$ cat src/logic/bld_defines.vh
// Register map, field positions, reset values and timing for the backlight dimming block
`ifndef BLD_DEFINES_VH
`define BLD_DEFINES_VH
`define BLD_DEV_ADDR 7'h36
`define BLD_REG_ENABLE 8'h10
`define BLD_REG_CTRL 8'h11
`define BLD_REG_HIGH 8'h19
`define BLD_REG_LOW 8'h1a
`define BLD_REG_FSCALE 8'h1b
`define BLD_REG_FAULT 8'h1f
`define BLD_ENABLE_RST 5'h1f
`define BLD_CTRL_RST 3'h2
`define BLD_CHIP_EN_BIT 0
`define BLD_RAMP_BIT 4
`define BLD_MODE_LO_BIT 5
`define BLD_FLT_OVP_BIT 0
`define BLD_FLT_SHORT_BIT 3
`define BLD_FLT_OPEN_BIT 4
`define BLD_MODE_REG 2'h0
`define BLD_MODE_PWM 2'h1
`define BLD_CHOP_LIMIT 12'h010
`define BLD_DUTY_FULL 13'h1000
`define BLD_CLK_MHZ 16'h0032
`define BLD_RAMP_FAST_US 16'h0080
`define BLD_RAMP_SLOW_US 16'h0400
`define BLD_OVP_FLAG_US 16'h03e8
`define BLD_DIM_SLOT_CYC 8'h04
`endif

$ cat src/logic/bld_dimming.v
// Backlight dimming, ramp, staggered sink gating and fault flags of a four-string driver
`timescale 1ns/1ps
`include "bld_defines.vh"

// Functional notes
// - Nonzero full-scale field raises full-scale and minimum current together; code 0 is off.
// - Ramp-enable bit makes code changes move one step at a time.
// - Ramp steps every 128 us when high nibble of high byte is nonzero.
// - Ramp steps every 1024 us when high nibble of high byte is zero.
// - In combined modes the ramp rate depends on register code only.
// - Mode 01 takes brightness from the PWM input only, full scale 25 mA.
// - PWM-only code is duty times 2048, one current unit per code.
// - PWM-only codes below 16 chop at one-eighth duty, eight times amplitude.
// - PWM-only mode applies changes at once, never ramped.
// - Combined code is half the even-rounded register code times PWM duty.
// - Combined mode drives one current unit per code, codes 1 to 2047.
// - Combined codes below 16 chop at one-eighth duty, eight times amplitude.
// - Register-only mode chops whenever the high nibble of the high byte is zero.
// - The four sinks switch on at staggered phases during dimming pulses.
// - Over-voltage with no low sink skips boost; flag only after 1 ms.
// - Over-voltage with an enabled sink low sets over-voltage and open flags.
// - Enabled sink above 16 V sets the short flag.
// - Enable register: bit 0 chip enable, bits 4 to 1 string enables.
// - Code is high byte over low nibble; control bits 6:4 hold mode and ramp.
// - Register code applies only when the high byte is written.
// - Mode field: 00 register only, 01 PWM only, 10 or 11 combined.
// - Register-only current is one unit times half the even-rounded code.
module bld_dimming #(
   parameter [15:0] RAMP_FAST_CYC = `BLD_RAMP_FAST_US * `BLD_CLK_MHZ,
   parameter [15:0] RAMP_SLOW_CYC = `BLD_RAMP_SLOW_US * `BLD_CLK_MHZ,
   parameter [15:0] OVP_FLAG_CYC = `BLD_OVP_FLAG_US * `BLD_CLK_MHZ,
   parameter [6:0] DEV_ADDR = `BLD_DEV_ADDR
) (
   input wire ref_clk,
   input wire sys_rst,
   input wire scl_in,
   input wire sda_in,
   output wire sda_out,
   output wire sda_oe,
   input wire pwm_in,
   input wire ovp_hit,
   input wire ovp_below_hyst,
   input wire [3:0] sink_low,
   input wire [3:0] sink_short,
   output reg [3:0] sink_channel_pin,
   output reg [11:0] sink_amp,
   output reg [1:0] full_scale_sel,
   output reg chop_active,
   output reg boost_skip,
   output reg [11:0] average_sink_current
);
   localparam [6:0] FRAME_PHASE = 7'h20;

   function hit_any;
      input [3:0] flags;
      input [3:0] enabled;
      begin
         hit_any = |(flags & enabled);
      end
   endfunction

   // ---------------------------------------------------------------
   // Register access
   // ---------------------------------------------------------------
   wire wr_stb;
   wire [7:0] wr_data;
   wire rd_stb;
   wire [7:0] ptr;
   reg [7:0] rd_data;
   reg [4:0] en_reg;
   reg [2:0] ctl;
   reg [3:0] lb_reg;
   reg [11:0] reg_code;
   reg [1:0] fs_reg;
   reg flt_ovp;
   reg flt_short;
   reg flt_open;

   bld_serial_slave #(.DEV_ADDR(DEV_ADDR)) u_slave (
      .ref_clk(ref_clk),
      .sys_rst(sys_rst),
      .scl_in(scl_in),
      .sda_in(sda_in),
      .sda_out(sda_out),
      .sda_oe(sda_oe),
      .wr_stb(wr_stb),
      .wr_data(wr_data),
      .rd_stb(rd_stb),
      .ptr(ptr),
      .rd_data(rd_data)
   );

   always @(posedge ref_clk) begin
      if (sys_rst) begin
         en_reg <= `BLD_ENABLE_RST;
         ctl <= `BLD_CTRL_RST;
         lb_reg <= 4'h0;
         reg_code <= 12'h000;
         fs_reg <= 2'h0;
      end else if (wr_stb) begin
         case (ptr)
            `BLD_REG_ENABLE: en_reg <= wr_data[4:0];
            `BLD_REG_CTRL: ctl <= wr_data[6:4];
            `BLD_REG_LOW: lb_reg <= wr_data[3:0];
            `BLD_REG_HIGH: reg_code <= {wr_data, lb_reg};
            `BLD_REG_FSCALE: fs_reg <= wr_data[1:0];
            default: ;
         endcase
      end
   end

   always @* begin
      case (ptr)
         `BLD_REG_ENABLE: rd_data = {3'h0, en_reg};
         `BLD_REG_CTRL: rd_data = {1'b0, ctl, 4'h0};
         `BLD_REG_HIGH: rd_data = reg_code[11:4];
         `BLD_REG_LOW: rd_data = {4'h0, lb_reg};
         `BLD_REG_FSCALE: rd_data = {6'h00, fs_reg};
         `BLD_REG_FAULT: rd_data = {3'h0, flt_open, flt_short, 2'h0, flt_ovp};
         default: rd_data = 8'h00;
      endcase
   end

   wire chip_en = en_reg[`BLD_CHIP_EN_BIT];
   wire [3:0] str_en = en_reg[4:1] & {4{chip_en}};
   wire [1:0] mode = ctl[2:1];
   wire ramp_en = ctl[0];

   // ---------------------------------------------------------------
   // Pin synchronisers
   // ---------------------------------------------------------------
   reg [2:0] pwm_s;
   reg [1:0] ovp_s;
   reg [1:0] hyst_s;
   reg [3:0] low_s0;
   reg [3:0] low_s1;
   reg [3:0] sh_s0;
   reg [3:0] sh_s1;

   always @(posedge ref_clk) begin
      pwm_s <= {pwm_s[1:0], pwm_in};
      ovp_s <= {ovp_s[0], ovp_hit};
      hyst_s <= {hyst_s[0], ovp_below_hyst};
      low_s0 <= sink_low;
      low_s1 <= low_s0;
      sh_s0 <= sink_short;
      sh_s1 <= sh_s0;
   end

   // ---------------------------------------------------------------
   // PWM duty measurement
   // ---------------------------------------------------------------
   // 16-bit counters hold a 20 kHz period with margin; a stuck pin saturates
   // the period count and reads as 0 or full duty.
   reg [15:0] per_cnt;
   reg [15:0] hi_cnt;
   reg [15:0] div_rem;
   reg [15:0] div_den;
   reg [11:0] div_q;
   reg [3:0] div_n;
   reg div_busy;
   reg pwm_armed;
   reg [12:0] duty;

   wire pwm_rise = pwm_s[1] & ~pwm_s[2];
   wire per_sat = &per_cnt;
   wire [16:0] div_sh = {div_rem, 1'b0};
   wire div_ge = div_sh >= {1'b0, div_den};
   wire [16:0] div_sub = div_sh - {1'b0, div_den};
   wire [11:0] div_qn = {div_q[10:0], div_ge};

   always @(posedge ref_clk) begin
      if (sys_rst) begin
         per_cnt <= 16'h0000;
         hi_cnt <= 16'h0000;
         div_rem <= 16'h0000;
         div_den <= 16'h0001;
         div_q <= 12'h000;
         div_n <= 4'h0;
         div_busy <= 1'b0;
         pwm_armed <= 1'b0;
         duty <= 13'h0000;
      end else begin
         if (pwm_rise) begin
            per_cnt <= 16'h0001;
            hi_cnt <= 16'h0001;
            pwm_armed <= 1'b1;
            if (pwm_armed && !per_sat) begin
               if (hi_cnt >= per_cnt) begin
                  duty <= `BLD_DUTY_FULL;
               end else begin
                  div_rem <= hi_cnt;
                  div_den <= per_cnt;
                  div_q <= 12'h000;
                  div_n <= 4'hc;
                  div_busy <= 1'b1;
               end
            end
         end else begin
            if (!per_sat)
               per_cnt <= per_cnt + 16'h0001;
            if (pwm_s[1] && !per_sat)
               hi_cnt <= hi_cnt + 16'h0001;
            if (per_sat)
               duty <= pwm_s[1] ? `BLD_DUTY_FULL : 13'h0000;
            if (div_busy) begin
               div_rem <= div_ge ? div_sub[15:0] : div_sh[15:0];
               div_q <= div_qn;
               div_n <= div_n - 4'h1;
               if (div_n == 4'h1) begin
                  div_busy <= 1'b0;
                  duty <= {1'b0, div_qn};
               end
            end
         end
      end
   end

   // ---------------------------------------------------------------
   // Brightness target and ramp
   // ---------------------------------------------------------------
   wire [11:0] reg_lvl = {1'b0, reg_code[11:1]};
   wire [11:0] pwm_code = duty[12:1];
   wire [23:0] mix_prod = reg_code[11:1] * duty;
   reg [11:0] target;
   reg [15:0] ramp_cnt;

   always @* begin
      case (mode)
         `BLD_MODE_REG: target = reg_lvl;
         `BLD_MODE_PWM: target = pwm_code;
         default: target = mix_prod[23:12];
      endcase
   end

   wire ramp_on = ramp_en & (mode != `BLD_MODE_PWM);
   wire [15:0] step_cyc = (reg_code[11:8] != 4'h0) ? RAMP_FAST_CYC : RAMP_SLOW_CYC;
   wire [11:0] lvl = average_sink_current;

   always @(posedge ref_clk) begin
      if (sys_rst) begin
         average_sink_current <= 12'h000;
         ramp_cnt <= 16'h0000;
      end else if (!ramp_on) begin
         average_sink_current <= target;
         ramp_cnt <= 16'h0000;
      end else if (lvl == target) begin
         ramp_cnt <= 16'h0000;
      end else if (ramp_cnt >= step_cyc - 16'h0001) begin
         ramp_cnt <= 16'h0000;
         average_sink_current <= (lvl < target) ? lvl + 12'h001 : lvl - 12'h001;
      end else begin
         ramp_cnt <= ramp_cnt + 16'h0001;
      end
   end

   // ---------------------------------------------------------------
   // Chopping and staggered sink gating
   // ---------------------------------------------------------------
   // A frame is 128 slots; each sink is offset by a quarter frame so the
   // boost sees its load at up to four times the frame rate.
   reg [7:0] slot_cnt;
   reg [6:0] dim_pos;
   reg [7:0] duty_slots;
   reg [11:0] amp;
   wire lvl_on = (lvl != 12'h000) & chip_en;
   wire chop_reg = (mode == `BLD_MODE_REG) & (reg_code[11:8] == 4'h0);
   wire chop_low = (mode != `BLD_MODE_REG) & (lvl < `BLD_CHOP_LIMIT);

   always @* begin
      if (chop_reg && reg_code < `BLD_CHOP_LIMIT) begin
         duty_slots = 8'h08;
         amp = {lvl[7:0], 4'h0};
      end else if (chop_reg) begin
         duty_slots = lvl[7:0];
         amp = 12'h080;
      end else if (chop_low) begin
         duty_slots = 8'h10;
         amp = {lvl[8:0], 3'h0};
      end else begin
         duty_slots = 8'h80;
         amp = lvl;
      end
   end

   always @(posedge ref_clk) begin
      if (sys_rst) begin
         slot_cnt <= 8'h00;
         dim_pos <= 7'h00;
      end else if (slot_cnt == `BLD_DIM_SLOT_CYC - 8'h01) begin
         slot_cnt <= 8'h00;
         dim_pos <= dim_pos + 7'h01;
      end else begin
         slot_cnt <= slot_cnt + 8'h01;
      end
   end

   wire [3:0] gate;
   genvar i;
   generate
      for (i = 0; i < 4; i = i + 1) begin : g_sink
         wire [31:0] ph = dim_pos - FRAME_PHASE * i;
         assign gate[i] = lvl_on & str_en[i] & ({1'b0, ph[6:0]} < duty_slots);
      end
   endgenerate

   always @(posedge ref_clk) begin
      if (sys_rst) begin
         sink_channel_pin <= 4'h0;
         sink_amp <= 12'h000;
         full_scale_sel <= 2'h0;
         chop_active <= 1'b0;
      end else begin
         sink_channel_pin <= gate;
         sink_amp <= lvl_on ? amp : 12'h000;
         full_scale_sel <= (mode == `BLD_MODE_PWM) ? 2'h0 : fs_reg;
         chop_active <= lvl_on & (chop_reg | chop_low);
      end
   end

   // ---------------------------------------------------------------
   // Fault detection
   // ---------------------------------------------------------------
   reg [15:0] ovp_cnt;
   wire ovp_now = ovp_s[1];
   wire open_hit = ovp_now & hit_any(low_s1, str_en);
   wire short_hit = hit_any(sh_s1, str_en);
   wire ovp_long = ovp_cnt >= OVP_FLAG_CYC;
   wire flt_clr = rd_stb & (ptr == `BLD_REG_FAULT);

   always @(posedge ref_clk) begin
      if (sys_rst) begin
         ovp_cnt <= 16'h0000;
         boost_skip <= 1'b0;
         flt_ovp <= 1'b0;
         flt_short <= 1'b0;
         flt_open <= 1'b0;
      end else begin
         if (ovp_now && !open_hit && !ovp_long)
            ovp_cnt <= ovp_cnt + 16'h0001;
         else if (!ovp_now || open_hit)
            ovp_cnt <= 16'h0000;
         if (ovp_now)
            boost_skip <= 1'b1;
         else if (hyst_s[1])
            boost_skip <= 1'b0;
         if (!chip_en) begin
            flt_ovp <= 1'b0;
            flt_short <= 1'b0;
            flt_open <= 1'b0;
         end else begin
            flt_ovp <= (flt_ovp & ~flt_clr) | open_hit | ovp_long;
            flt_open <= (flt_open & ~flt_clr) | open_hit;
            flt_short <= (flt_short & ~flt_clr) | short_hit;
         end
      end
   end
endmodule

$ cat src/logic/bld_serial_slave.v
// Two-wire serial bus register slave: device address, register pointer, write and read bytes
`timescale 1ns/1ps
`include "bld_defines.vh"

module bld_serial_slave #(
   parameter [6:0] DEV_ADDR = `BLD_DEV_ADDR
) (
   input wire ref_clk,
   input wire sys_rst,
   input wire scl_in,
   input wire sda_in,
   output reg sda_out,
   output reg sda_oe,
   output reg wr_stb,
   output reg [7:0] wr_data,
   output reg rd_stb,
   output reg [7:0] ptr,
   input wire [7:0] rd_data
);
   localparam [4:0] S_IDLE = 5'h01;
   localparam [4:0] S_DEV = 5'h02;
   localparam [4:0] S_PTR = 5'h04;
   localparam [4:0] S_WR = 5'h08;
   localparam [4:0] S_RD = 5'h10;

   reg [2:0] scl_s;
   reg [2:0] sda_s;
   reg [4:0] state;
   reg [3:0] bitcnt;
   reg [7:0] shreg;
   reg rw;

   // Stage 0 feeds only stage 1; edges are found between stages 1 and 2
   wire scl_rise = scl_s[1] & ~scl_s[2];
   wire scl_fall = ~scl_s[1] & scl_s[2];
   wire bus_start = scl_s[1] & scl_s[2] & sda_s[2] & ~sda_s[1];
   wire bus_stop = scl_s[1] & scl_s[2] & ~sda_s[2] & sda_s[1];

   always @(posedge ref_clk) begin
      scl_s <= {scl_s[1:0], scl_in};
      sda_s <= {sda_s[1:0], sda_in};
      if (sys_rst) begin
         state <= S_IDLE;
         bitcnt <= 4'h0;
         shreg <= 8'h00;
         rw <= 1'b0;
         ptr <= 8'h00;
         sda_out <= 1'b0;
         sda_oe <= 1'b0;
         wr_stb <= 1'b0;
         wr_data <= 8'h00;
         rd_stb <= 1'b0;
      end else begin
         wr_stb <= 1'b0;
         rd_stb <= 1'b0;
         if (bus_start) begin
            state <= S_DEV;
            bitcnt <= 4'h0;
            sda_oe <= 1'b0;
         end else if (bus_stop) begin
            state <= S_IDLE;
            sda_oe <= 1'b0;
         end else if (state != S_IDLE) begin
            if (scl_rise) begin
               if (bitcnt != 4'h9)
                  bitcnt <= bitcnt + 4'h1;
               if (bitcnt < 4'h8)
                  shreg <= {shreg[6:0], sda_s[1]};
               else if (state == S_RD && sda_s[1])
                  state <= S_IDLE;
            end else if (scl_fall) begin
               if (bitcnt == 4'h8) begin
                  case (state)
                     S_DEV: begin
                        if (shreg[7:1] == DEV_ADDR) begin
                           sda_oe <= 1'b1;
                           rw <= shreg[0];
                        end else begin
                           state <= S_IDLE;
                        end
                     end
                     S_PTR: begin
                        sda_oe <= 1'b1;
                        ptr <= shreg;
                     end
                     S_WR: begin
                        sda_oe <= 1'b1;
                        wr_stb <= 1'b1;
                        wr_data <= shreg;
                     end
                     S_RD: begin
                        sda_oe <= 1'b0;
                        ptr <= ptr + 8'h01;
                     end
                     default: begin
                        state <= S_IDLE;
                     end
                  endcase
               end else if (bitcnt == 4'h9) begin
                  bitcnt <= 4'h0;
                  sda_oe <= 1'b0;
                  case (state)
                     S_DEV: begin
                        if (rw) begin
                           state <= S_RD;
                           rd_stb <= 1'b1;
                           shreg <= rd_data;
                           sda_oe <= ~rd_data[7];
                        end else begin
                           state <= S_PTR;
                        end
                     end
                     S_PTR: state <= S_WR;
                     S_WR: ptr <= ptr + 8'h01;
                     S_RD: begin
                        rd_stb <= 1'b1;
                        shreg <= rd_data;
                        sda_oe <= ~rd_data[7];
                     end
                     default: state <= S_IDLE;
                  endcase
               end else if (state == S_RD) begin
                  sda_oe <= ~shreg[7];
               end
            end
         end
      end
   end
endmodule

$ cat config.mk
export PLATFORM = sky130hd
export DESIGN_NAME = bld_dimming
export DESIGN_NICKNAME = d
export VERILOG_FILES = /design/src/logic/bld_dimming.v /design/src/logic/bld_serial_slave.v
export VERILOG_INCLUDE_DIRS = /design/src /design/src/logic
export SDC_FILE = /design/constraint.sdc
export NUM_CORES = 1
export LEC_CHECK = 0
export ABC_AREA = 1
export BUFFER_PORTS_ARGS = -buffer_cell sky130_fd_sc_hd__buf_2
export CAP_MARGIN = 10
export CORE_ASPECT_RATIO = 0.75
export CORE_MARGIN = 2
export CORE_UTILIZATION = 30
export CTS_BUF_LIST = sky130_fd_sc_hd__clkbuf_8
export CTS_CLUSTER_DIAMETER = 150
export CTS_CLUSTER_SIZE = 10
export DETAILED_ROUTE_END_ITERATION = 6
export PLACE_DENSITY = 0.5
export REMOVE_ABC_BUFFERS = 1
export SYNTH_ARGS = -nofsm -noshare
export SYNTH_HDL_FRONTEND = slang
export SYNTH_SLANG_ARGS = --single-unit
export TNS_END_PERCENT = 5
$ cat constraint.sdc
create_clock -name ref_clk -period 14.8 [get_ports ref_clk]
set_input_delay 2.22 -clock ref_clk [delete_from_list [all_inputs] [get_ports ref_clk]]
set_output_delay 2.22 -clock ref_clk [all_outputs]
set_load 0.1 [all_outputs]
==> results by group <==
Run status
  – Run status: finished clean

Die
  – Die area: 65700 um2
  – Total core area: 63300 um2
  – Die height: 222 um
  – Die width: 295 um
  – Starting utilization of the core area: 0.302
  – Row Count: 80
  – I/O pins: 49

Clock network
  – Clock root buffer: sky130_fd_sc_hd__clkbuf_8
  – Register clock-pin slew on the reported worst setup and hold paths: 80 ps
  – Clock tree from TritonCTS: done
  – Source-to-sink clock delay at the later pin of the worst-skew pair: 660 ps
  – H-Tree Depth: 1
  – TritonCTS Sinks: 267
  – Number of instances resized during post-cts repair: 0
  – CTS hold repair buffers: 0
  – Setup bufs post-CTS: 0
  – CTS buffer count: 30
  – Buffer depth of the longest clock path: 3

Final layout
  – Area occupied by multi-input gates: 11500 um2
  – Number of nets at the end of the flow: 2963
  – Share of final-layout standard cells stronger than drive strength 1: 0.0463
  – Area taken by flip-flops and latches: 5350 um2
  – Ant. Diodes: 0
  – Area grow syn2layout: 7.67%
  – Post-route cell area: 20600 um2
  – Number of filler instances in the final layout: 6860

Timing
  – Slew @ Worst Pin: 811 ps
  – Setup repair after global routing missed its margin: false
  – Time the worst path needs with I/O delays and setup: 8280 ps
  – Pins Over Slew Limit: 0
  – Period utilization: 0.560
  – Number of setup violations in the final report: 0
  – Max-slew headroom at the worst pin: 0.457
  – Hold violation total from the final report: 0
  – Final setup skew: 28.5 ps
  – Max Clk Rate: 121 MHz
  – TNS Setup: 0 ps

Global route
  – Total gr overflow: 0
  – Number of global-route vias before repair: 16786
  – Number of antenna violations at the first check in global routing: 0
  – Pin count of the biggest net entering global routing: 66
  – Global-route wire length before repair: 88.0 mm
  – Global router's overall resource usage: 0.162

Power and ir drop
  – Design internal power: 965 uW
  – Total power consumption of the routed design: 1360 uW
  – Power per unit of standard cell area: 65.9 nW/um2
  – Sequential power share: 0.546
  – Net Sw Frac: 0.288
  – Leakage power figure: 0.00973 uW
  – Net switching power of the design: 390 uW
  – Part of the power in combinational logic: 0.119
  – Maximum ir drop on the vdd rail: 61.2 uV
  – Fraction of power consumed by the clock network: 0.335

Placement
  – Number of port buffers: 47
  – Instance area at placement: 20100 um2
  – Post-DP HPWL: 41.5 mm
  – Final weighted congestion of routability-driven global placement: 0.910

Worst setup path
  – Buffer and inverter count on the worst path: 5
  – Most prevalent standard cell on the critical path: sky130_fd_sc_hd__nand2_1
  – Kind of cell with the highest combined delay on the critical path: adder cells
  – Category of the most critical setup path: flip-flop to flip-flop
  – Critical path launch point type: flip-flop
  – Maximum fanout encountered on the critical timing path: 15
  – Required time reported for the critical path endpoint: 15330 ps
  – Crit path largest cell delay: 740 ps
  – Slowest cell on the critical path: sky130_fd_sc_hd__dfxtp_1
  – Critical path arrival: 8820 ps
  – Worst Setup End Kind: flip-flop

Routing
  – Detail-routed net length per standard cell: 14.9 um
  – Total number of vias: 17168
  – Pre-antenna DRT Iters: 6
  – Vias per cell: 4.82
  – Residual antenna-violating net count after detailed routing: 0
  – First DRT Iteration DRCs: 1268
  – Drt total wl: 52.9 mm
  – DR DRC count: 0

Logic synthesis
  – Top cells by instance count after synthesis: 561 x sky130_fd_sc_hd__nand2_1, 496 x sky130_fd_sc_hd__inv_1, 267 x sky130_fd_sc_hd__dfxtp_1
  – Fraction of registers with async set or reset after synthesis: 0
  – Distinct cells, synth: 56
  – Proportion of netlist area held by the largest area contributor: 0.280
  – Average instance area after synthesis: 7.09 um2
  – Register bit total from synthesis: 267
  – Largest area contributor in the netlist: sky130_fd_sc_hd__dfxtp_1
  – Gate count after technology mapping: 2692
  – Primary flip-flop cell chosen by synthesis mapping: sky130_fd_sc_hd__dfxtp_1
  – Largest cells by area after synthesis: sky130_fd_sc_hd__dfxtp_1 28%, sky130_fd_sc_hd__nand2_1 11%, sky130_fd_sc_hd__fa_1 10%, sky130_fd_sc_hd__ha_1 9.8%, sky130_fd_sc_hd__inv_1 9.7%
  – Post-synthesis instance area: 19100 um2
  – Number of enable-type register cells in the synthesized netlist: 0
  – Register area share after synthesis: 0.280
  – Synthesis warning total: 0
  – Cell with the most instances after synthesis: sky130_fd_sc_hd__nand2_1

Hold path
  – Worst hold path class: flip-flop to flip-flop

Run
  – Number of maximum-capacitance constraint violations: 0
final cells by class:
type	count	area share
multi-input cells	1840	0.560
flip-flops and latches	267	0.260
inverters	507	0.0926
well taps	861	0.0524
clock buffers	30	0.0201
repair buffers	54	0.0140
clock inverters	2	0.00103
power groups by stage:
| stage | combinational, uW | sequential (uW) | clock (uW) |
|---|---|---|---|
| after global placement | 159 | 756 | 0 |
| after floorplan | 115 | 758 | 0 |
| after detailed placement | 160 | 757 | 0 |
| after CTS | 161 | 740 | 479 |
| final | 161 | 740 | 454 |
| after global routing | 183 | 742 | 504 |
stage by stage:
stage / utilization / cells / hold WS, ps / setup slack [ps]
floorplan: - / 2614 / 310 / 7760
finish: 0.325 / 3561 / 328 / 6520
global placement: 0.318 / 3529 / 310 / 6730
CTS: 0.325 / 3561 / 329 / 6560
global route: 0.325 / 3561 / 337 / 5970
detailed placement: 0.318 / 3529 / 312 / 6600
worst paths after layout:
kind	slack (ps)	start	endpoint	depth (start not counted)
min reg2reg	330	ovp_s[0]	ovp_s[1]	0
max	6520	reg_code[11]	average_sink_current[9]	35
min	330	ovp_s[0]	ovp_s[1]	0
max reg2reg	6520	reg_code[11]	average_sink_current[9]	35
cells in the final DEF (no fill, tap or decap), types with 12 or more instances in the layout:
master,Yosys,layout
sky130_fd_sc_hd__a21oi_1,212,212
sky130_fd_sc_hd__a31oi_1,16,16
sky130_fd_sc_hd__buf_2,10,47
sky130_fd_sc_hd__clkbuf_8,0,30
sky130_fd_sc_hd__dfxtp_1,267,267
sky130_fd_sc_hd__fa_1,99,99
sky130_fd_sc_hd__ha_1,149,149
sky130_fd_sc_hd__inv_1,496,496
sky130_fd_sc_hd__nand2_1,561,561
sky130_fd_sc_hd__nand3_1,170,170
sky130_fd_sc_hd__nand3b_1,12,12
sky130_fd_sc_hd__nand4_1,30,30
sky130_fd_sc_hd__nor2_1,176,176
sky130_fd_sc_hd__nor3_1,39,39
sky130_fd_sc_hd__o211ai_1,13,13
sky130_fd_sc_hd__o21ai_0,183,183
sky130_fd_sc_hd__o22ai_1,24,24
sky130_fd_sc_hd__xnor2_1,14,14
sky130_fd_sc_hd__xor2_1,24,24
kinds of logic after synthesis:
group / Yosys count / synth area share
compound gates: 509 / 0.146
fa+ha+maj: 248 / 0.201
flops: 267 / 0.280
xor+xnor: 38 / 0.0174
buf+inv: 585 / 0.117
other cells: 1 / 0.000196
simple gates: 1044 / 0.237
routing by layer:
layer  vias to the layer above  track usage  wire length (um)
met4                         0       0.0308               872
li1                       8645            -                 -
met1                      8060        0.255             27800
met2                       402        0.230             21000
met3                        61       0.0241              3210
met5                         -            0                 0
Power figures use the tool's default switching activity.
